--- src/include/ast_pkg.sv ---
package ast_pkg;

    // Register byte offsets on the APB
    localparam logic [11:0] AST_CTRL_OFS   = 12'h000;
    localparam logic [11:0] AST_DATA_OFS   = 12'h004;
    localparam logic [11:0] AST_STATUS_OFS = 12'h008;
    localparam logic [11:0] AST_BAUD_OFS   = 12'h00C;

    // Control register field positions
    localparam int AST_CTRL_TRANSMITTER_ENABLE_BIT   = 0;
    localparam int AST_CTRL_SYNC   = 1;
    localparam int AST_CTRL_SERIAL_PORT_ENABLE   = 2;
    localparam int AST_CTRL_NINE   = 3;
    localparam int AST_CTRL_INV    = 4;
    localparam int AST_CTRL_MASK   = 5;
    localparam int AST_CTRL_BRG16  = 6;
    localparam int AST_CTRL_STOP2  = 7;
    localparam int AST_CTRL_W      = 8;

    // Data register: eight data bits plus the ninth bit
    localparam int AST_DATA_W      = 9;
    localparam int AST_DATA_BIT9   = 8;

    // Status register field positions
    localparam int AST_STAT_EMPTY  = 0;
    localparam int AST_STAT_BUSY   = 1;
    localparam int AST_STAT_LINE   = 2;

    // Reset values
    localparam logic [7:0]  AST_CTRL_RST = 8'h00;
    localparam logic [15:0] AST_BAUD_RST = 16'h0000;
    localparam int          AST_BAUD_W   = 16;

    // Frame shape
    localparam logic [3:0] AST_LAST_BIT8 = 4'h7;
    localparam logic [3:0] AST_LAST_BIT9 = 4'h8;
    localparam logic       AST_MARK      = 1'b1;
    localparam logic       AST_SPACE     = 1'b0;

    // Shifter states, Gray coded along idle-start-data-stop
    typedef enum logic [1:0] {
        AST_IDLE  = 2'b00,
        AST_START = 2'b01,
        AST_DATA  = 2'b11,
        AST_STOP  = 2'b10
    } ast_state_t;

endpackage : ast_pkg

--- src/include/ast_baud_if.sv ---
`timescale 1ns/100ps
interface ast_baud_if;
    logic [15:0] divisor;
    logic        brg16;
    logic        restart;
    logic        tick;

    modport gen  (input divisor, input brg16, input restart, output tick);
    modport user (output divisor, output brg16, output restart, input tick);
endinterface : ast_baud_if

--- src/hdl/ast_baud_gen.sv ---
`timescale 1ns/100ps
module ast_baud_gen
    import ast_pkg::*;
(
    input  wire logic clk_sys,
    input  wire logic reset,
    input  wire logic ce,
    ast_baud_if.gen   baud
);

    logic [AST_BAUD_W-1:0] count;
    logic [AST_BAUD_W-1:0] eff_div;

    // Eight-bit mode ignores the upper divisor byte
    assign eff_div = baud.brg16 ? baud.divisor
                                : {8'h00, baud.divisor[7:0]};

    // One tick every divisor+1 clocks; restart only reloads the count,
    // since gating the tick with it would loop back through the shifter
    assign baud.tick = (count == '0);

    // Down counter, reloaded on restart or when it runs out
    always_ff @(posedge clk_sys) begin
        if (reset) begin
            count <= AST_BAUD_RST;
        end else if (ce) begin
            if (baud.restart || count == '0) begin
                count <= eff_div;
            end else begin
                count <= count - 16'h0001;
            end
        end
    end

endmodule : ast_baud_gen

--- src/hdl/ast_transmitter.sv ---
`timescale 1ns/100ps
// Behaviour
// - Line idles at mark, NRZ between bits
// - Start space, 8/9 data, stop marks
// - Every bit lasts one bit period
// - Data leaves least significant bit first
// - 8 or 16 bit baud divider
// - No parity; ninth bit sent verbatim
// - Shifter hidden, fed only from holding buffer
// - Enable, async select, port enable required
// - Port enable drives the transmit pin
// - Transmitter enable sets buffer-empty flag
// - Idle shifter takes written character immediately
// - Queued character follows stop bit directly
// - Invert select resets low, inverts waveform
// - Inversion applies in async mode only
// - Empty flag clear only when disabled or queued behind busy
// - Empty flag valid second cycle after write
// - Empty flag read-only to software
// - Interrupt request gated by mask only
module ast_transmitter
    import ast_pkg::*;
(
    input  wire logic        clk_sys,
    input  wire logic        reset,
    input  wire logic        ce,
    input  wire logic        psel,
    input  wire logic        penable,
    input  wire logic        pwrite,
    input  wire logic [11:0] paddr,
    input  wire logic [31:0] pwdata,
    output logic      [31:0] prdata,
    output logic             pready,
    output logic             pslverr,
    output logic             transmit_line_pin,
    output logic             transmit_line_oe_n,
    output logic             tx_irq_req
);

    // Software visible configuration
    logic [AST_CTRL_W-1:0] ctrl;
    logic [15:0]           baud_div;

    // Holding buffer and its occupancy
    logic [AST_DATA_W-1:0] tx_holding_buffer;
    logic                  hold_full;

    // Hidden shifter
    logic [AST_DATA_W-1:0] tx_shift_reg;
    logic [3:0]            bit_cnt;
    logic                  stop_cnt;
    ast_state_t            state;

    logic                  tx_buffer_empty_flag;

    // Decoded control fields
    logic transmitter_enable_bit;
    logic clocked_mode_sel;
    logic serial_port_enable;
    logic nine_bit_mode;
    logic tx_invert_select;
    logic tx_irq_mask;
    logic two_stop;

    assign transmitter_enable_bit = ctrl[AST_CTRL_TRANSMITTER_ENABLE_BIT];
    assign clocked_mode_sel       = ctrl[AST_CTRL_SYNC];
    assign serial_port_enable     = ctrl[AST_CTRL_SERIAL_PORT_ENABLE];
    assign nine_bit_mode          = ctrl[AST_CTRL_NINE];
    assign tx_invert_select       = ctrl[AST_CTRL_INV];
    assign tx_irq_mask            = ctrl[AST_CTRL_MASK];
    assign two_stop               = ctrl[AST_CTRL_STOP2];

    // Async transmission needs all three settings together
    logic async_active;
    assign async_active = transmitter_enable_bit && !clocked_mode_sel
                          && serial_port_enable;

    // APB decode
    logic setup_phase;
    logic wr_access;
    logic addr_hit;
    assign setup_phase = psel && !penable;
    assign wr_access   = psel && penable && pwrite;
    // No wait states: every access completes in its first access cycle
    assign pready      = psel && penable;

    always_comb begin
        if (paddr == AST_CTRL_OFS) begin
            addr_hit = 1'b1;
        end else if (paddr == AST_DATA_OFS) begin
            addr_hit = 1'b1;
        end else if (paddr == AST_STATUS_OFS) begin
            addr_hit = 1'b1;
        end else if (paddr == AST_BAUD_OFS) begin
            addr_hit = 1'b1;
        end else begin
            addr_hit = 1'b0;
        end
    end

    logic wr_ctrl;
    logic wr_data;
    logic wr_baud;
    assign wr_ctrl = wr_access && paddr == AST_CTRL_OFS;
    assign wr_baud = wr_access && paddr == AST_BAUD_OFS;
    // Characters written while disabled are dropped
    assign wr_data = wr_access && paddr == AST_DATA_OFS
                     && transmitter_enable_bit;

    // Baud generator link
    ast_baud_if baud ();
    logic       load_now;

    assign baud.divisor = baud_div;
    assign baud.brg16   = ctrl[AST_CTRL_BRG16];
    // Restart on every load so the start bit gets a full period
    assign baud.restart = load_now || !async_active;

    ast_baud_gen u_baud (
        .clk_sys (clk_sys),
        .reset   (reset),
        .ce      (ce),
        .baud    (baud)
    );

    // End of the last stop bit of the current frame
    logic frame_done;
    assign frame_done = state == AST_STOP && baud.tick
                        && (stop_cnt || !two_stop);

    // Shifter takes the buffer when idle or right after a stop bit
    assign load_now = async_active && hold_full
                      && (state == AST_IDLE || frame_done);

    logic [3:0] last_bit;
    assign last_bit = nine_bit_mode ? AST_LAST_BIT9 : AST_LAST_BIT8;

    // Control register; inversion resets to non-inverted
    always_ff @(posedge clk_sys) begin
        if (reset) begin
            ctrl <= AST_CTRL_RST;
        end else if (ce && wr_ctrl) begin
            ctrl <= pwdata[AST_CTRL_W-1:0];
        end
    end

    // Baud divisor register
    always_ff @(posedge clk_sys) begin
        if (reset) begin
            baud_div <= AST_BAUD_RST;
        end else if (ce && wr_baud) begin
            baud_div <= pwdata[15:0];
        end
    end

    // Holding buffer: a write wins over a same-cycle transfer
    always_ff @(posedge clk_sys) begin
        if (reset) begin
            tx_holding_buffer <= '0;
            hold_full         <= 1'b0;
        end else if (ce) begin
            if (!transmitter_enable_bit) begin
                hold_full <= 1'b0;
            end else if (wr_data) begin
                tx_holding_buffer <= pwdata[AST_DATA_W-1:0];
                hold_full         <= 1'b1;
            end else if (load_now) begin
                hold_full <= 1'b0;
            end
        end
    end

    // Shifter state machine, stepping on baud ticks except idle to start, which follows a load
    always_ff @(posedge clk_sys) begin
        if (reset) begin
            state    <= AST_IDLE;
            bit_cnt  <= 4'h0;
            stop_cnt <= 1'b0;
        end else if (ce) begin
            if (!async_active) begin
                state <= AST_IDLE;
            end else begin
                case (state)
                    AST_IDLE: begin
                        if (load_now) begin
                            state <= AST_START;
                        end
                    end
                    AST_START: begin
                        if (baud.tick) begin
                            state   <= AST_DATA;
                            bit_cnt <= 4'h0;
                        end
                    end
                    AST_DATA: begin
                        if (baud.tick) begin
                            if (bit_cnt == last_bit) begin
                                state    <= AST_STOP;
                                stop_cnt <= 1'b0;
                            end else begin
                                bit_cnt <= bit_cnt + 4'h1;
                            end
                        end
                    end
                    AST_STOP: begin
                        if (frame_done) begin
                            // Back to back frames skip idle
                            state <= load_now ? AST_START
                                              : AST_IDLE;
                        end else if (baud.tick) begin
                            stop_cnt <= 1'b1;
                        end
                    end
                    default: begin
                        state <= AST_IDLE;
                    end
                endcase
            end
        end
    end

    // Shift register, loaded only from the holding buffer
    always_ff @(posedge clk_sys) begin
        if (reset) begin
            tx_shift_reg <= '0;
        end else if (ce) begin
            if (load_now) begin
                tx_shift_reg <= tx_holding_buffer;
            end else if (state == AST_DATA && baud.tick) begin
                tx_shift_reg <= {1'b0, tx_shift_reg[AST_DATA_W-1:1]};
            end
        end
    end

    // Unframed line level; mark whenever nothing is sent
    logic frame_level;
    always_comb begin
        case (state)
            AST_START: frame_level = AST_SPACE;
            AST_DATA:  frame_level = tx_shift_reg[0];
            default:   frame_level = AST_MARK;
        endcase
    end

    // Inversion only counts in async mode; the bit is reused otherwise
    logic inv_eff;
    assign inv_eff = tx_invert_select && !clocked_mode_sel;

    // Pin register delays the whole waveform evenly by one clock
    always_ff @(posedge clk_sys) begin
        if (reset) begin
            transmit_line_pin  <= AST_MARK;
            transmit_line_oe_n <= 1'b1;
        end else if (ce) begin
            transmit_line_pin  <= frame_level ^ inv_eff;
            transmit_line_oe_n <= !serial_port_enable;
        end
    end

    // Empty flag follows buffer state one clock late, so it reads
    // valid on the second cycle after the write and never at once
    always_ff @(posedge clk_sys) begin
        if (reset) begin
            tx_buffer_empty_flag <= 1'b0;
        end else if (ce) begin
            tx_buffer_empty_flag <= transmitter_enable_bit
                && !(hold_full && state != AST_IDLE);
        end
    end

    // Request goes out only with the mask; the flag ignores it
    assign tx_irq_req = tx_buffer_empty_flag && tx_irq_mask;

    // Read data captured in the setup phase; status is read-only
    always_ff @(posedge clk_sys) begin
        if (reset) begin
            prdata  <= 32'h0000_0000;
            pslverr <= 1'b0;
        end else if (ce && setup_phase) begin
            pslverr <= !addr_hit;
            prdata  <= 32'h0000_0000;
            if (!pwrite) begin
                if (paddr == AST_CTRL_OFS) begin
                    prdata[AST_CTRL_W-1:0] <= ctrl;
                end else if (paddr == AST_STATUS_OFS) begin
                    prdata[AST_STAT_EMPTY] <= tx_buffer_empty_flag;
                    prdata[AST_STAT_BUSY]  <= state != AST_IDLE;
                    prdata[AST_STAT_LINE]  <= transmit_line_pin;
                end else if (paddr == AST_BAUD_OFS) begin
                    prdata[15:0] <= baud_div;
                end
            end
        end
    end

endmodule : ast_transmitter

--- config.mk ---
export PLATFORM = sky130hd
export DESIGN_NAME = ast_transmitter
export DESIGN_NICKNAME = d
export VERILOG_FILES = /design/src/include/ast_pkg.sv /design/src/include/ast_baud_if.sv /design/src/hdl/ast_baud_gen.sv /design/src/hdl/ast_transmitter.sv
export SDC_FILE = /design/constraint.sdc
export NUM_CORES = 1
export LEC_CHECK = 0
export BUFFER_PORTS_ARGS = -buffer_cell sky130_fd_sc_hd__buf_4
export CAP_MARGIN = 5
export CORE_MARGIN = 1
export CORE_UTILIZATION = 50
export CTS_CLUSTER_SIZE = 24
export DETAILED_ROUTE_END_ITERATION = 8
export PLACE_DENSITY = 0.76
export SYNTH_ARGS = -nofsm -noshare
export SYNTH_HDL_FRONTEND = slang
export SYNTH_SLANG_ARGS = --single-unit
--- constraint.sdc ---
create_clock -name clk_sys -period 1.9 [get_ports clk_sys]
set_clock_uncertainty 0.15 [all_clocks]
set_input_delay 0.095 -clock clk_sys [delete_from_list [all_inputs] [get_ports clk_sys]]
set_output_delay 0.095 -clock clk_sys [all_outputs]
set_load 0.05 [all_outputs]
==> flow_summary.yaml, run 1 <==
synthesis:
  async_flop_share_pct: 0
  synth_edf_count: 0
  synth_seq_cells: 86
  netlist_area_um2: 4400
  synthCells: 516
  yosysUniqueCellTypes: 62
  yosysSeqAreaShare_pct: 39.1
  synth-main-ff-cell: "dfxtp_1"
  synth_warnings: 0
  avgSynthCellArea_um2: 8.53
setup_path:
  worst_ep_required_time_ns: 2.02
  worstPathArrival_ns: 2.18
  critPathTopFamily: "simple AND/OR/NAND/NOR gates"
  r2r_start: "u_baud.count[1]$_SDFFE_PP0P_"
  crit_path_start: "u_baud.count[1]$_SDFFE_PP0P_"
  r2r_slack_ns: -0.15
  cp_slowest_cell: "or4_4"
  end_kind: "register"
  worstPathMaxFanout: 4
  cp-start-kind: "register"
  criticalPathCategory: "reg -> reg"
  crit_buf_inv: 1
  cp_cell_sequence: "buf_4 -> or4_4 -> nor3b_2 -> or3_4 -> a21oi_2 -> a211oi_1"
  max_stage_delay_ns: 0.61
place:
  dpl.hpwl_um: 8750
  place_congestion: 0.873
  io_buffer_count: 54
drt:
  drtAntennaViolNets: 0
  first_iter_violations: 402
  drcViolationCount: 0
  wire_per_inst_um: 18.1
  dr.pass1.iters: 5
  drt_wl_total_um: 13600
  vias_per_cell: 6.10
  vias: 4573
clock_network:
  cts_max_level: 3
  cts_made_buffers: 9
  cts-root-buf: "clkbuf_8"
  cts.sinks: 86
  insertion_delay_ns: 0.36
  cts_tree: "yes"
  cts_buffer_depth: 2
  clk_pin_slew_ns: 0.09
floorplanning:
  coreArea_um2: 8380
  num_io_pins: 87
  dieHeight_um: 95.8
  die_x_um: 95.8
  start_util_pct: 52.5
  std_cell_rows: 33
  die-area_um2: 9190
grt:
  met3_usage_pct: 3.71
  grt-ovfl-total: 0
  grt_first_pass_wirelength_um: 20700
  met2_usage_pct: 48.5
  antenna_found_initial: 0
  grt-busiest-layer: "met2"
  use_met1_pct: 38.9
  grt_pass1_vias: 4213
  grt_max_degree: 45
  track_usage_pct: 29.0
timing:
  final_max_slew_viol_count: 0
  holdWs_ns: 0.0497
  min_period_ns: 2.05
  fin_crit_sh_pct: 108
  grt_setup_unrepaired: "yes"
  fmax_mhz: 487
  hold_viol: 0
  worst_slack_ns: -0.152
  setup_violations: 22
min_path:
  min_path_type: "in -> reg"
  hp-start: "pwrite"
flow_run:
  cap_violations: 0
final_layout:
  drive_above_1_share_pct: 33.0
  n_antenna_cell: 0
  area_delta_synth_final_pct: 37.7
  nNetsFinal: 693
pwr:
  finalPower_mw: 3.67
  power.density_nw_per_um2: 606
  p_leak_nw: 2.24
  ir_drop_uv: 487
run_status:
  status: "complete, but fails checks"
  violations: "negative setup slack"
==> layout by cell type, fill, tap and decap left out, types with 5 or more instances in the layout <==
cell and count:
nor4_1 6, clkbuf_8 9, nor2b_1 6, inv_1 6
a221oi_2 5, a21oi_2 6, nand3_1 21, nand2_1 47
dfxtp_1 82, nand4_1 8, conb_1 16, nand3b_1 7
buf_4 115, nor4_4 5, nor2_1 49, o21ai_0 11
nand2b_1 9, dlygate4sd3_1 18, buf_6 12, mux2i_1 26
a31oi_1 6, a22oi_1 14, o21ai_1 8, a211oi_1 7
a221o_1 6, a21oi_1 32
==> repair_timing <==
action                                  4_1_cts  5_1_grt
pin swaps                                    13       30
endpoints found under the setup margin       28       34
resized for setup                            32       42
hold endpoints to repair                     42        0
hold buffers                                 18        0
setup buffers                                 3        6
==> worst paths after layout <==
| check | end | cells past startpoint |
|---|---|---|
| setup reg to reg | u_baud.count[9]$_SDFFE_PP0P_ | 6 |
| hold / removal | prdata[1]$_SDFFE_PP0P_ | 3 |
| hold reg to reg | tx_holding_buffer[0]$_SDFFE_PP0P_ | 2 |
| setup / recovery | u_baud.count[9]$_SDFFE_PP0P_ | 6 |
==> cell usage after synthesis (all sizes together) (5+ instances only) <==
library cell / count / area, um^2
dfxtp: 86 / 1720
nor2: 53 / 204
nand2: 50 / 188
a21oi: 39 / 206
mux2i: 26 / 260
buf: 25 / 195
clkbuf: 23 / 86.3
nand3: 23 / 115
o21ai: 19 / 95.1
a22oi: 14 / 105
nor4: 14 / 136
a211oi: 10 / 80.1
nand2b: 9 / 56.3
a31oi: 8 / 65.1
inv: 8 / 30.0
nand4: 8 / 50.1
nand3b: 7 / 52.6
o31ai: 7 / 52.6
a221o: 6 / 60.1
nor2b: 6 / 37.5
nor3: 6 / 45.0
a21boi: 5 / 37.5
a221oi: 5 / 43.8
or3: 5 / 31.3
==> cells by family (layout without fill, tap and decap cells) <==
family	Yosys count	count (layout)	synth area share (%)
simple gates	203	203	24.5
compound gates	139	139	22.1
flops	86	86	39.1
buf+inv	56	170	7.08
mux	26	26	5.91
fa+ha+maj	3	3	0.853
xor+xnor	2	2	0.398
other cells	1	16	0.0852
==> worst reg2reg max path, stage by stage (launching register included) <==
cell	delay [ns]
dfxtp_2	0.33
buf_4	0.15
or4_4	0.61
nor3b_2	0.28
or3_4	0.17
a21oi_2	0.05
a211oi_1	0.23
==> metrics by stage <==
stage | std cells | setup slack [ns] | area [um^2] | setup TNS (ns) | util, %
floorplan | 531 | -0.0684 | 4520 | -0.464 | -
global placement | 708 | -0.103 | 5270 | -0.974 | 62.8
detailed placement | 708 | -0.182 | 5270 | -2.23 | 62.8
CTS | 745 | -0.107 | 5830 | -0.855 | 69.6
global route | 750 | -0.201 | 6060 | -3.72 | 72.3
finish | 750 | -0.152 | 6060 | -1.76 | 72.3
==> routing by layer <==
metal	up-vias	part of all wire (%)
li1	2122	-
met1	2166	42
met2	243	49
met3	42	7.0
met4	0	2.7
met5	-	0
==> power breakdown <==
group | leakage, nW | total, mW | switching (mW) | internal (mW)
logic | 1.44 | 0.532 | 0.313 | 0.219
registers | 0.696 | 1.82 | 0.0103 | 1.81
clock network | 0.0973 | 1.32 | 0.701 | 0.618
total | 2.24 | 3.67 | 1.02 | 2.65
==> area by class of cell <==
type | count | area (um^2)
flip-flops and latches | 86 | 1730
clock inverters | 6 | 68.8
multi-input cells | 389 | 2780
inverters | 8 | 30.0
well taps | 105 | 131
clock buffers | 10 | 128
fillers | 564 | 2320
repair buffers | 146 | 1200
No activity file was read; power rests on OpenSTA's default activity.
==> run 2, diff against run 1 <==
==> constraint.sdc (replaced) <==
create_clock -name clk_sys -period 1.9 [get_ports clk_sys]
set_clock_uncertainty 0.15 [all_clocks]
set_input_delay 0.285 -clock clk_sys [delete_from_list [all_inputs] [get_ports clk_sys]]
set_output_delay 0.285 -clock clk_sys [all_outputs]
set_load 0.05 [all_outputs]
==> run 2 against run 1 <==
Against the previous run: the flow still finishes with violations (negative setup slack); die area unchanged; hold slack got worse by 0.035 ns; cell area increased by 0.43%; cell count decreased by 0.80%; wire length about the same; critical path depth increased by 2; sequential power about the same; combinational power decreased by 2%; clock power increased by 5%; non-clock buffer count decreased by 6; count of clock-buffer cells in the layout decreased by 1; largest cell class unchanged.
==> flow_summary.yaml, run 2 (synthesized netlist as in run 1, its figures left out) <==
run_status:
  status: "complete, but fails checks"
  violations: "negative setup slack"
floorplanning:
  num_io_pins: 87
  start_util_pct: 52.5
  std_cell_rows: 33
  die-area_um2: 9190
  die_x_um: 95.8
  dieHeight_um: 95.8
  coreArea_um2: 8380
final_layout:
  nNetsFinal: 687
  area_delta_synth_final_pct: 38.2
  final_common_cell: "buf_4"
  final_cell_area_um2: 6090
  drive_above_1_share_pct: 36.3
  layout_common_cells: "buf_4, dfxtp_1, nor2_1"
  n_antenna_cell: 0
flow_run:
  cap_violations: 0
setup_path:
  cp.depth: 8
  max_stage_delay_ns: 0.34
  criticalPathCategory: "reg -> reg"
  r2r_start: "u_baud.count[1]$_SDFFE_PP0P_"
  cp-start-kind: "register"
  critPathTopFamily: "compound AO/OA/AOI/OAI gates"
  worstRegToRegCells: 8
  worst_ep_required_time_ns: 2.01
  crit_path_start: "u_baud.count[1]$_SDFFE_PP0P_"
  r2r_slack_ns: -0.26
  end_kind: "register"
  reg2reg_to: "tx_shift_reg[5]$_SDFFE_PP0P_"
  worstPathMaxFanout: 6
  cp_slowest_cell: "dfxtp_2"
  crit_buf_inv: 2
  cp_cell_sequence: "inv_2 -> ha_4 -> nor4b_4 -> and4_1 -> buf_6 -> a31oi_4 -> o21a_4 -> a221o_1"
  endpoint: "tx_shift_reg[5]$_SDFFE_PP0P_"
  worstPathArrival_ns: 2.27
place:
  io_buffer_count: 54
  place_congestion: 0.858
  placed_area_um2: 5340
  pre_cts_ws_ns: -0.235
  dpl.hpwl_um: 8670
timing:
  hold_viol: 0
  tightest_slew_ns: 0.515
  grt_setup_unrepaired: "yes"
  fin_crit_sh_pct: 114
  fmax_mhz: 462
  final_max_slew_viol_count: 0
  min_period_ns: 2.16
  max_slew_margin_pct: 65.5
  worst_slack_ns: -0.263
  setup_violations: 32
  holdWs_ns: 0.0147
pwr:
  ir_drop_uv: 502
  power.density_nw_per_um2: 614
  p_leak_nw: 2.25
clock_network:
  cts_max_level: 3
  clk_pin_slew_ns: 0.11
  insertion_delay_ns: 0.37
  cts_tree: "yes"
  cts_buffer_depth: 2
  cts-root-buf: "clkbuf_8"
  cts_made_buffers: 9
  cts.sinks: 86
drt:
  drt_wl_total_um: 13600
  drtAntennaViolNets: 0
  wire_per_inst_um: 18.2
  first_iter_violations: 394
  drcViolationCount: 0
  vias: 4535
  dr.pass1.iters: 6
  vias_per_cell: 6.10
grt:
  grt-ovfl-total: 0
  antenna_found_initial: 0
  track_usage_pct: 30.0
  grt_max_degree: 35
  grt_first_pass_wirelength_um: 21100
  grt_pass1_vias: 4221
min_path:
  min_path_type: "in -> reg"
-- run 2: cell count changes in the layout (fill, tap and decap cells not counted), moves of 3 or more --
| cell | previous run | this run |
|---|---|---|
| a21boi_0 | 4 | 1 |
| a21boi_2 | 0 | 3 |
| a21oi_1 | 32 | 29 |
| buf_4 | 115 | 120 |
| dlygate4sd3_1 | 18 | 3 |
| o21ai_1 | 8 | 4 |
-- run 2: worst register-to-register path, cell delays in order, from the launching register on --
cell	delay [ns]
dfxtp_2	0.34
inv_2	0.07
ha_4	0.12
nor4b_4	0.22
and4_1	0.29
buf_6	0.17
a31oi_4	0.11
o21a_4	0.28
a221o_1	0.31
-- run 2: layout make-up --
cell class | instances | area, um^2
sequential | 86 | 1730
multi-input combinational | 389 | 2840
timing repair buffer | 140 | 1150
clock buffer | 9 | 124
tap | 105 | 131
clock inverter | 7 | 81.3
fill | 585 | 2290
inverter | 8 | 30.0
-- run 2: how the worst min path moves through the flow --
| stage | from | to | slack [ns] | depth (start not counted) |
|---|---|---|---|---|
| after CTS | pwdata[14] | baud.divisor[14]$_SDFFE_PP0P_ | 0.002 | 3 |
| final | pwdata[13] | baud.divisor[13]$_SDFFE_PP0P_ | 0.01 | 3 |
| after global routing | pwdata[14] | baud.divisor[14]$_SDFFE_PP0P_ | 0.02 | 3 |
| after global placement | tx_holding_buffer[0]$_SDFFE_PP0P_ | tx_holding_buffer[0]$_SDFFE_PP0P_ | 0.29 | 2 |
| after floorplan | pwdata[0] | tx_holding_buffer[0]$_SDFFE_PP0P_ | 0.28 | 2 |
| after detailed placement | tx_holding_buffer[7]$_SDFFE_PP0P_ | tx_holding_buffer[7]$_SDFFE_PP0P_ | 0.30 | 2 |
-- run 2: repair_timing --
action	4_1_cts	5_1_grt
resized for setup	68	28
gates cloned	1	0
hold buffers	3	0
pin swaps	30	27
setup buffers	9	6
endpoints found under the hold margin	3	0
endpoints found under the setup margin	29	33
-- run 2: routing by layer --
layer	track usage (%)	vias to the layer above	wire [um]
li1	-	2117	-
met1	40.3	2127	5950
met3	5.53	43	955
met2	46.3	248	6210
met4	14.6	0	442
met5	0	-	0
-- run 2: stage by stage --
stage	setup TNS [ns]	util (%)	total power, mW	cells
floorplan	-0.464	-	2.15	531
global placement	-1.76	63.7	2.26	712
detailed placement	-3.16	63.7	2.27	712
CTS	-1.99	71.0	3.68	741
global route	-6.73	72.6	3.85	744
finish	-4.14	72.6	3.74	744
-- run 2: power by group --
part           total (mW)  switching (mW)  internal (mW)
clock network        1.39           0.762          0.630
logic               0.523           0.316          0.207
registers            1.82         0.00958           1.81
==> run 3, diff against run 2 <==
- ABC_AREA: not set -> 1
- SKIP_CTS_REPAIR_TIMING: not set -> 1
==> run 3 against run 2 <==
Against the previous run: the run now ends clean; fmax up 18%; sequential power about the same; highest routed layer unchanged; synthesized cell count up 22%.
==> flow_summary.yaml, run 3 <==
floorplanning:
  start_util_pct: 52.3
  die_x_um: 95.4
  dieHeight_um: 95.4
  num_io_pins: 87
  die-area_um2: 9100
  std_cell_rows: 33
  coreArea_um2: 8340
synthesis:
  synth_seq_cells: 86
  yosys.area.top_type_share_pct: 39.5
  netlist_area_um2: 4360
  synth_compound_area_share_pct: 18.5
  async_flop_share_pct: 0
  synth_top_family_by_area: "simple AND/OR/NAND/NOR gates"
  synthTopCellsByCount: "nand2_1, dfxtp_1, a21oi_1"
  yosysSeqAreaShare_pct: 39.5
  synth_fa_ha_area_share_pct: 0.861
  avgSynthCellArea_um2: 6.92
  synth_edf_count: 0
  synthCells: 630
  synth_most_common_cell: "nand2_1"
  synth_simple_gate_area_share_pct: 27.5
  yosysTopAreaCell: "dfxtp_1"
  synthXorXnorAreaFrac_pct: 2.01
  synthMuxAreaShare_pct: 0
  synth_warnings: 0
  synth-main-ff-cell: "dfxtp_1"
  yosysUniqueCellTypes: 39
  synth_top_cells_by_area: "dfxtp_1, nand2_1, a21oi_1"
min_path:
  min_path_type: "in -> reg"
  hold_path_depth: 3
  hp-start: "pwdata[11]"
  min_to: "baud.divisor[11]$_SDFFE_PP0P_"
setup_path:
  critPathTopFamily: "simple AND/OR/NAND/NOR gates"
  crit_path_start: "u_baud.count[1]$_SDFFE_PP0P_"
  r2r_slack_ns: 0.07
  worstPathArrival_ns: 1.94
  end_kind: "register"
  crit_buf_inv: 2
  criticalPathCategory: "reg -> reg"
  worstRegToRegCells: 12
  cp_cell_sequence: "inv_1 -> ha_1 -> nand2_2 -> nor2_4 -> nand3_2 -> buf_4 -> nand2_1 -> nand3_2 -> a21oi_2 -> o21ai_0 -> nand2_1 -> nor2_1"
  cp.depth: 12
  cp_slowest_cell: "dfxtp_2"
  worstPathMaxFanout: 2
  r2r_start: "u_baud.count[1]$_SDFFE_PP0P_"
  worst_ep_required_time_ns: 2.01
  reg2reg_to: "state[1]$_SDFFE_PP0P_"
  max_stage_delay_ns: 0.33
  cp-start-kind: "register"
clock_network:
  cts_tree: "yes"
  cts-root-buf: "clkbuf_8"
  cts_made_buffers: 9
  cts_max_level: 3
  clk_pin_slew_ns: 0.09
  insertion_delay_ns: 0.36
  cts_buffer_depth: 2
  cts.sinks: 86
drt:
  wire_per_inst_um: 13.9
  drtAntennaViolNets: 0
  dr.pass1.iters: 5
  drt_wl_total_um: 11600
  drcViolationCount: 0
  vias_per_cell: 5.36
  first_iter_violations: 252
  vias: 4447
final_layout:
  nNetsFinal: 773
  drive_above_1_share_pct: 22.1
  n_antenna_cell: 0
  layout_common_cells: "nand2_1, buf_4, dfxtp_1"
  stdcell_count: 830
  post-route-util_pct: 64.7
  final_cell_area_um2: 5400
  final_common_cell: "nand2_1"
  area_delta_synth_final_pct: 23.7
timing:
  grt_setup_unrepaired: "yes"
  fmax_mhz: 546
  tightest_slew_ns: 0.530
  fin_crit_sh_pct: 96.4
  worst_slack_ns: 0.0680
  final_max_slew_viol_count: 0
  holdWs_ns: 0.00204
  timing.setup.tns_ns: 0
  max_slew_margin_pct: 64.5
  hold_viol: 0
  min_period_ns: 1.83
  setup_violations: 0
place:
  place_congestion: 0.867
  pre_cts_ws_ns: -0.0339
  io_buffer_count: 54
  dp_cells: 810
  placed_area_um2: 5080
  dpl.hpwl_um: 8310
pwr:
  ir_drop_uv: 380
  p_leak_nw: 2.42
  finalPower_mw: 3.58
  power.density_nw_per_um2: 663
grt:
  antenna_found_initial: 0
  grt_pass1_vias: 4122
  grt_max_degree: 47
  grt-ovfl-total: 0
  grt_first_pass_wirelength_um: 18900
  track_usage_pct: 26.8
run_status:
  status: "complete, no violations"
flow_run:
  cap_violations: 0
run 3: cell count changes in the layout (fill, tap and decap cells not counted), moves of 7 or more:
| cell | previous run | this run |
|---|---|---|
| a21oi_1 | 29 | 76 |
| nor4_4 | 7 | 0 |
| nand2b_1 | 9 | 0 |
| a211oi_1 | 7 | 0 |
| a22oi_1 | 14 | 0 |
| buf_6 | 13 | 1 |
| o21ai_0 | 13 | 48 |
| nand3_1 | 21 | 39 |
| inv_1 | 6 | 62 |
| nand2_1 | 48 | 127 |
| mux2i_1 | 26 | 0 |
| buf_4 | 120 | 103 |
| nand4_1 | 8 | 17 |
run 3: how the worst max path moves through the flow:
stage,to,slack [ns]
final,state[1]$_SDFFE_PP0P_,0.07
after global routing,state[1]$_SDFFE_PP0P_,-0.01
after CTS,tx_shift_reg[5]$_SDFFE_PP0P_,-0.03
after detailed placement,tx_holding_buffer[4]$_SDFFE_PP0P_,-0.03
after global placement,tx_holding_buffer[2]$_SDFFE_PP0P_,0.002
after floorplan,tx_holding_buffer[7]$_SDFFE_PP0P_,0.13
run 3: metal layers:
layer  track usage [%]  wire, um  vias up  part of all wire [%]
met5                 0         0        -                     0
met4              10.3       281        0                   2.4
met3              3.75       598       24                   5.2
met2              44.8      5500      146                    48
met1              34.9      5170     2056                    45
li1                  -         -     2221                     -
run 3: area by class of cell:
type                       instances  area [um^2]
fill                             725         2950
multi-input combinational        449         2260
sequential                        86         1730
timing repair buffer             106          815
inverter                          68          255
tap                              105          131
clock buffer                       9          124
clock inverter                     7         78.8
run 3: worst reg2reg max path, cell delays in order, from the launching register on:
cell	delay (ns)
dfxtp_2	0.33
inv_1	0.07
ha_1	0.17
nand2_2	0.08
nor2_4	0.10
nand3_2	0.10
buf_4	0.14
nand2_1	0.09
nand3_2	0.10
a21oi_2	0.16
o21ai_0	0.12
nand2_1	0.08
nor2_1	0.04
run 3: cell families after synthesis:
kind of cell    after synthesis
flops                        86
simple gates                267
buf+inv                     110
fa+ha+maj                     3
compound gates              153
other cells                   1
xor+xnor                     10
run 3: power breakdown:
part	internal [mW]	switching (mW)	total (mW)
logic	0.133	0.273	0.406
registers	1.81	0.00745	1.82
clock network	0.627	0.727	1.35
